[src/verilog/abwm_pkg.sv]
// Shared constants for the burst write slave port of the memory subsystem
package abwm_pkg;
    // Clocking relation of memory clock to fabric interface clock
    localparam int DDR_CLK_MHZ = 166; // Memory clock in reference setup
    localparam int AXI_CLK_MHZ = 83; // Fabric interface clock in reference setup
    localparam logic [3:0] RATIO_OPT = 4'h2; // Best throughput divider ratio
    // Bus shape
    localparam int DATA_W = 64; // Fabric data bus width
    localparam int STRB_W = DATA_W / 8; // Byte strobes
    localparam int ADDR_W = 32; // Byte address width
    localparam logic [2:0] SIZE_64 = 3'h3; // Eight bytes per beat
    localparam logic [7:0] MAX_LEN = 8'h0F; // Sixteen beats, len minus one
    localparam logic [ADDR_W-1:0] BEAT_BYTES = 32'h0000_0008; // Address step per beat
    // Write response codes
    localparam logic [1:0] RESP_OKAY = 2'h0;
    localparam logic [1:0] RESP_SLVERR = 2'h2;
    // Memory side burst length select
    localparam logic [1:0] BL_SEL_4 = 2'h0;
    localparam logic [1:0] BL_SEL_8 = 2'h1;
    localparam logic [1:0] BL_SEL_16 = 2'h2;
    // Beat record carried through the two-entry buffer
    localparam int BEAT_W = ADDR_W + DATA_W + STRB_W + 1;
    // Slave states
    typedef enum logic [1:0] {ABWM_ADDR, ABWM_DATA, ABWM_RESP} abwm_state_t;
endpackage

[src/verilog/abwm_write_slave.sv]
// AXI burst write slave of the memory subsystem with a skid buffer toward memory
`timescale 1ns/1ps
`default_nettype none

// Functional notes
// - Fabric clock at half memory clock preferred
// - Reference: 166 MHz memory, 83 MHz fabric
// - Fabric port carries 64-bit data beats
// - Memory burst length four, eight or sixteen
// - Accept bursts up to sixteen beats only
// - Sixteen beat bursts give best throughput
// - Response valid after all beats accepted
module abwm_write_slave import abwm_pkg::*; (
    input wire logic sys_clk_i,
    input wire logic rst_i,
    // Clock and memory configuration straps
    input wire logic [3:0] clk_ratio_i,
    input wire logic [1:0] mem_bl_sel_i,
    output logic cfg_ratio_opt_o,
    output logic cfg_optimal_o,
    // Write address channel
    input wire logic [3:0] awid_i,
    input wire logic [ADDR_W-1:0] awaddr_i,
    input wire logic [7:0] awlen_i,
    input wire logic [2:0] awsize_i,
    input wire logic awvalid_i,
    output logic awready_o,
    // Write data channel
    input wire logic [DATA_W-1:0] wdata_i,
    input wire logic [STRB_W-1:0] wstrb_i,
    input wire logic wlast_i,
    input wire logic wvalid_i,
    output logic wready_o,
    // Write response channel
    output logic [3:0] bid_o,
    output logic [1:0] bresp_o,
    output logic bvalid_o,
    input wire logic bready_i,
    // Beat stream toward the memory controller
    output logic mem_wvalid_o,
    output logic [ADDR_W-1:0] mem_waddr_o,
    output logic [DATA_W-1:0] mem_wdata_o,
    output logic [STRB_W-1:0] mem_wstrb_o,
    output logic mem_bst_end_o,
    input wire logic mem_wready_i
);
    abwm_state_t state_q, state_d; // Slave sequencing
    logic [3:0] id_q; // Captured transaction id
    logic [ADDR_W-1:0] addr_q; // Address of the next beat
    logic [7:0] len_q; // Beats minus one
    logic [7:0] beat_q; // Beats taken so far
    logic err_q; // Burst refused, no memory writes
    logic awready_q, wready_q, bvalid_q; // Handshake flops
    logic [1:0] bresp_q;
    logic ratio_opt_q, optimal_q; // Configuration status
    logic out_valid_q, skid_valid_q; // Two-entry buffer occupancy
    logic [BEAT_W-1:0] out_q, skid_q; // Output stage and skid stage

    // Channel handshakes
    wire aw_fire = awvalid_i && awready_q;
    wire w_fire = wvalid_i && wready_q;
    wire b_fire = bvalid_q && bready_i;
    wire last_beat = w_fire && (beat_q == len_q);
    // Refuse long bursts and narrow beats
    wire aw_bad = (awlen_i > MAX_LEN) || (awsize_i != SIZE_64);
    // Memory burst chunk end by selected length
    wire [7:0] bl_mask = (mem_bl_sel_i == BL_SEL_4) ? 8'h03 :
                         (mem_bl_sel_i == BL_SEL_8) ? 8'h07 : 8'h0F;
    wire chunk_end = ((beat_q & bl_mask) == bl_mask) || (beat_q == len_q);
    // Beats of a refused burst are swallowed but never written
    wire push = w_fire && !err_q;
    wire [BEAT_W-1:0] in_beat = {addr_q, wdata_i, wstrb_i, chunk_end};

    // Skid buffer steering: output stage reloads when empty or drained
    wire out_free = !out_valid_q || mem_wready_i;
    wire out_valid_d = out_free ? (skid_valid_q || push) : 1'b1;
    wire [BEAT_W-1:0] out_d = !out_free ? out_q : (skid_valid_q ? skid_q : in_beat);
    wire skid_valid_d = out_free ? (skid_valid_q && push) : (skid_valid_q || push);
    wire [BEAT_W-1:0] skid_d = push ? in_beat : skid_q;

    // Next state of the burst sequence
    always_comb begin
        state_d = state_q;
        case (state_q)
            ABWM_ADDR: begin
                if (aw_fire) begin
                    state_d = ABWM_DATA;
                end
            end
            ABWM_DATA: begin
                if (last_beat) begin
                    state_d = ABWM_RESP;
                end
            end
            ABWM_RESP: begin
                if (b_fire) begin
                    state_d = ABWM_ADDR;
                end
            end
            default: begin
                state_d = ABWM_ADDR;
            end
        endcase
    end

    // Ready flags follow next state, so outputs come from flops.
    // Data ready also drops while the skid is full: memory stall back-pressures the master.
    wire awready_d = (state_d == ABWM_ADDR);
    wire wready_d = (state_d == ABWM_DATA) && !skid_valid_d;

    // Sequence and handshake flops
    always_ff @(posedge sys_clk_i) begin
        if (rst_i) begin
            state_q <= ABWM_ADDR;
            awready_q <= 1'b0;
            wready_q <= 1'b0;
            bvalid_q <= 1'b0;
        end else begin
            state_q <= state_d;
            awready_q <= awready_d;
            wready_q <= wready_d;
            bvalid_q <= (state_d == ABWM_RESP);
        end
    end

    // Burst context capture and beat tracking
    always_ff @(posedge sys_clk_i) begin
        if (rst_i) begin
            id_q <= 4'h0;
            addr_q <= '0;
            len_q <= 8'h00;
            beat_q <= 8'h00;
            err_q <= 1'b0;
            bresp_q <= RESP_OKAY;
        end else if (aw_fire) begin
            id_q <= awid_i;
            addr_q <= awaddr_i;
            len_q <= awlen_i;
            beat_q <= 8'h00;
            err_q <= aw_bad;
            bresp_q <= aw_bad ? RESP_SLVERR : RESP_OKAY;
        end else if (w_fire) begin
            addr_q <= addr_q + BEAT_BYTES;
            beat_q <= beat_q + 8'h01;
            // Early or missing last marker spoils the burst
            if (wlast_i != (beat_q == len_q)) begin
                bresp_q <= RESP_SLVERR;
            end
        end
    end

    // Two-entry buffer stages toward memory
    always_ff @(posedge sys_clk_i) begin
        if (rst_i) begin
            out_valid_q <= 1'b0;
            skid_valid_q <= 1'b0;
            out_q <= '0;
            skid_q <= '0;
        end else begin
            out_valid_q <= out_valid_d;
            skid_valid_q <= skid_valid_d;
            out_q <= out_d;
            skid_q <= skid_d;
        end
    end

    // Configuration status: half-rate fabric clock and sixteen beat memory bursts
    always_ff @(posedge sys_clk_i) begin
        if (rst_i) begin
            ratio_opt_q <= 1'b0;
            optimal_q <= 1'b0;
        end else begin
            ratio_opt_q <= (clk_ratio_i == RATIO_OPT);
            optimal_q <= (clk_ratio_i == RATIO_OPT) && (mem_bl_sel_i == BL_SEL_16);
        end
    end

    // Port drive, all from flops
    assign awready_o = awready_q;
    assign wready_o = wready_q;
    assign bvalid_o = bvalid_q;
    assign bid_o = id_q;
    assign bresp_o = bresp_q;
    assign mem_wvalid_o = out_valid_q;
    assign {mem_waddr_o, mem_wdata_o, mem_wstrb_o, mem_bst_end_o} = out_q;
    assign cfg_ratio_opt_o = ratio_opt_q;
    assign cfg_optimal_o = optimal_q;
endmodule

`default_nettype wire

[config.mk]
export PLATFORM = sky130hd
export DESIGN_NAME = abwm_write_slave
export DESIGN_NICKNAME = d
export VERILOG_FILES = /design/src/verilog/abwm_pkg.sv /design/src/verilog/abwm_write_slave.sv
export SDC_FILE = /design/constraint.sdc
export NUM_CORES = 1
export LEC_CHECK = 0
export BUFFER_PORTS_ARGS = -buffer_cell sky130_fd_sc_hd__clkbuf_2
export CAP_MARGIN = 0
export CORE_MARGIN = 1
export CORE_UTILIZATION = 47
export CTS_CLUSTER_DIAMETER = 80
export CTS_CLUSTER_SIZE = 30
export DETAILED_ROUTE_END_ITERATION = 12
export PLACE_DENSITY = 0.74
export SYNTH_ARGS = -nofsm -noshare
export SYNTH_HDL_FRONTEND = slang
export SYNTH_SLANG_ARGS = --single-unit
[constraint.sdc]
create_clock -name sys_clk_i -period 2.13 [get_ports sys_clk_i]
set_input_delay 0 -clock sys_clk_i [delete_from_list [all_inputs] [get_ports sys_clk_i]]
set_output_delay 0 -clock sys_clk_i [all_outputs]
set_load 0.01 [all_outputs]
==> key figures <==
Outcome
  – Status: finished clean

CTS
  – CTS tree: done
  – Worst skew pair latency: 0.50 ns
  – Worst-path clk slew: 0.11 ns
  – Longest Clk Path Bufs: 3
  – CTS sink cnt: 273
  – H-tree Lvls: 1
  – Root Buffer: clkbuf_16
  – TritonCTS Buffers: 15
  – # Post-CTS Setup Buffers: 0

Pwr
  – P per Cell Area: 688 nW/µm²
  – Pwr Total: 10.0 mW
  – Combinational cell fraction of total power: 0.122
  – Part of the power in the clock network: 0.329
  – Sequential Power Share: 0.549
  – Internal power: 7.36 mW
  – P_sw: 2.68 mW
  – Worst VDD drop: 0.000706 V
  – Sw Share: 0.267
  – P_leak: 5.75 nW

Yosys
  – Top-area cell type share of the netlist area: 0.487
  – Synth top area cells: dfxtp_1 49%, mux2i_1 9.3%, nand2_1 8.6%
  – Synth top cells by count: 273 x dfxtp_1, 258 x nand2_1, 150 x nor2_1, 126 x a21oi_1, 120 x a211oi_1
  – Main flop type after synthesis: dfxtp_1
  – Unique masters post-synth: 50
  – Ys Warns: 0
  – Syn nets: 1440
  – Register area share after synthesis: 0.487
  – Most common cell in the netlist: dfxtp_1
  – Synthesis-stage register bit count: 273
  – Post-synth EDFFs: 0
  – FFs w/ async S/R, synth: 0
  – Synthesized area per cell: 8.60 µm²
  – Post-Syn Area: 11200 µm²
  – Cell count after synthesis: 1306
  – Cell taking the most area after synthesis: dfxtp_1

Critical path
  – CP Max Fanout: 55
  – CP most frequent cell: dlygate4sd3_1
  – Worst Path Buf+Inv: 4
  – Cell family contributing the most delay on the critical path: buffers and inverters
  – Worst path slowest cell: dlygate4sd3_1
  – Critical-path cell list: dlygate4sd3_1 > clkbuf_8 > nor3_1 > dlygate4sd3_1 > and3b_1 > dlygate4sd3_1
  – Crit Path Class: input port to flop
  – Crit path DAT: 2.46 ns
  – Slowest cell delay on critical path: 0.63 ns
  – Required time of the critical path: 2.56 ns
  – Startpoint types: input port
  – CP endpoint kind: flop

Detailed routing
  – Via Count: 10400
  – Wire per inst: 15.4 µm
  – Routed wire length: 30000 µm
  – Via-per-instance ratio: 5.35
  – Residual DRC: 0
  – Post-DRT Antenna Nets: 0
  – Drt first-iter violations: 685
  – Drt pass-1 iters: 5

Timing
  – Final setup fails: 0
  – Final Max Slew Viols: 0
  – Setup Skew: 0.0130 ns
  – Final hold vios: 0
  – RSZ-0062 raised after global routing: no
  – Fmax: 492 MHz
  – Final Critical Period: 2.03 ns
  – Worst-Margin Slew: 0.708 ns
  – Total negative slack: 0 ns
  – Crit share post-route: 0.953
  – Slew margin rel.: 0.528
  – Post-route worst setup slack: 0.0994 ns

Floorplan
  – DIE AREA: 24500 µm²
  – Die Span Y: 157 µm
  – Initial Utilization: 0.478
  – Area of the core: 23500 µm²
  – # rows: 56
  – I/O Pins: 249
  – Die width: 157 µm

Placed design
  – Dpl hpwl: 18200 µm
  – IO buf count: 247
  – Inst Count DP: 1789
  – Dpl ws: 0.184 ns
  – Final GP Congestion: 0.863

Cells and area
  – Final Core Density: 0.622
  – Area growth syn-to-layout: 30.1%
  – Layout cells sized above 1: 0.192
  – Final Instance Count excl. Fillers: 1950
  – Layout Nets: 1756

Flow run
  – Max cap viols: 0

Global route
  – Vias in the first global route: 9769
  – First-pass GRT wire length: 47600 µm
  – Total GRT Usage: 0.237
  – Largest net degree at the start of global routing: 128
  – Initial antenna violation count: 0
  – Total grt overflow: 0

Min path
  – Min-Delay Path Class: input port to flop
[tightest hold or removal path, stage by stage]
cell and delay, ns:
clkbuf_2 0.11, nand4_1 0.16, or3_1 0.13, a311oi_1 0.08
[worst paths after layout]
kind	depth (start not counted)	to	slack, ns	from
worst max-delay path	6	cfg_optimal_o$_SDFF_PP0_	0.1	rst_i
worst min register to register	2	skid_q[65]$_SDFFE_PP0P_	0.46	skid_q[65]$_SDFFE_PP0P_
worst min-delay path	4	addr_q[9]$_SDFFE_PP0P_	0.02	wvalid_i
worst max register to register	4	addr_q[28]$_SDFFE_PP0P_	0.22	addr_q[10]$_SDFFE_PP0P_
[layer usage]
metal  GRT usage  vias to the layer above  wire length (µm)
li1            -                     5191                 -
met1       0.305                     4816             13300
met2       0.394                      358             14000
met3      0.0457                       64              1870
met4      0.0854                        0               871
met5           0                        -                 0
[area by class of cell]
| class | count | area (µm²) |
|---|---|---|
| sequential | 273 | 5470 |
| tap | 319 | 399 |
| clock inverter | 8 | 103 |
| clock buffer | 16 | 389 |
| multi-input combinational | 921 | 5330 |
| fill | 1914 | 8870 |
| antenna | 2 | 5.00 |
| timing repair buffer | 409 | 2900 |
| inverter | 2 | 7.51 |
[per-stage QoR]
stage          area (µm²)  hold slack (ns)
6_report            14600           0.0240
5_1_grt             14600           0.0684
4_1_cts             14600          0.00589
3_5_place_dp        12700            0.183
3_3_place_gp        12700            0.178
2_1_floorplan       11200           0.0850
[what timing repair did]
item,4_1_cts,5_1_grt
gates resized for setup,0,2
endpoints found under the setup margin,0,2
hold buffers,135,0
endpoints found under the hold margin,195,0
[layout by cell type (no fill, tap or decap), types with 8 or more instances in the layout]
master / count
a311oi_1: 14
nor3_1: 9
dfxtp_1: 271
nor2_1: 149
dlygate4sd3_1: 135
and3_1: 9
clkbuf_16: 15
a211oi_1: 120
mux2i_1: 104
buf_4: 19
clkbuf_2: 246
nand3_1: 12
buf_12: 8
nand2_1: 257
a21oi_1: 126
or3_1: 11
xor2_1: 22
nand4_1: 14
[logic make-up after synthesis]
kind of cell             after synthesis  share of synthesized area
flip-flops                           273                      0.487
AO/OA/AOI/OAI                        283                      0.162
buffers and inverters                112                     0.0409
adder cells (fa/ha/maj)                3                    0.00312
multiplexers                         104                     0.0927
AND/OR/NAND/NOR                      506                      0.195
other                                  1                   0.000334
XOR/XNOR                              24                     0.0187
[power by group through the flow]
stage / Combinational (mW) / Sequential (mW) / Clock (mW)
6_report: 1.22 / 5.51 / 3.30
5_1_grt: 1.34 / 5.55 / 3.60
4_1_cts: 1.21 / 5.51 / 3.39
3_5_place_dp: 1.02 / 5.62 / 0
3_3_place_gp: 0.998 / 5.61 / 0
2_1_floorplan: 0.516 / 5.65 / 0
[sequential cells by signal, indices dropped and copies added, names as in the netlist]
register,count
out_q,105
skid_q,105
addr_q,32
beat_q,8
len_q,8
bid_o,4
state_q,2
awready_o,1
bresp_o,1
bvalid_o,1
cfg_optimal_o,1
cfg_ratio_opt_o,1
err_q,1
mem_wvalid_o,1
skid_valid_q,1
wready_o,1
No activity file was read; power rests on OpenSTA's default activity.
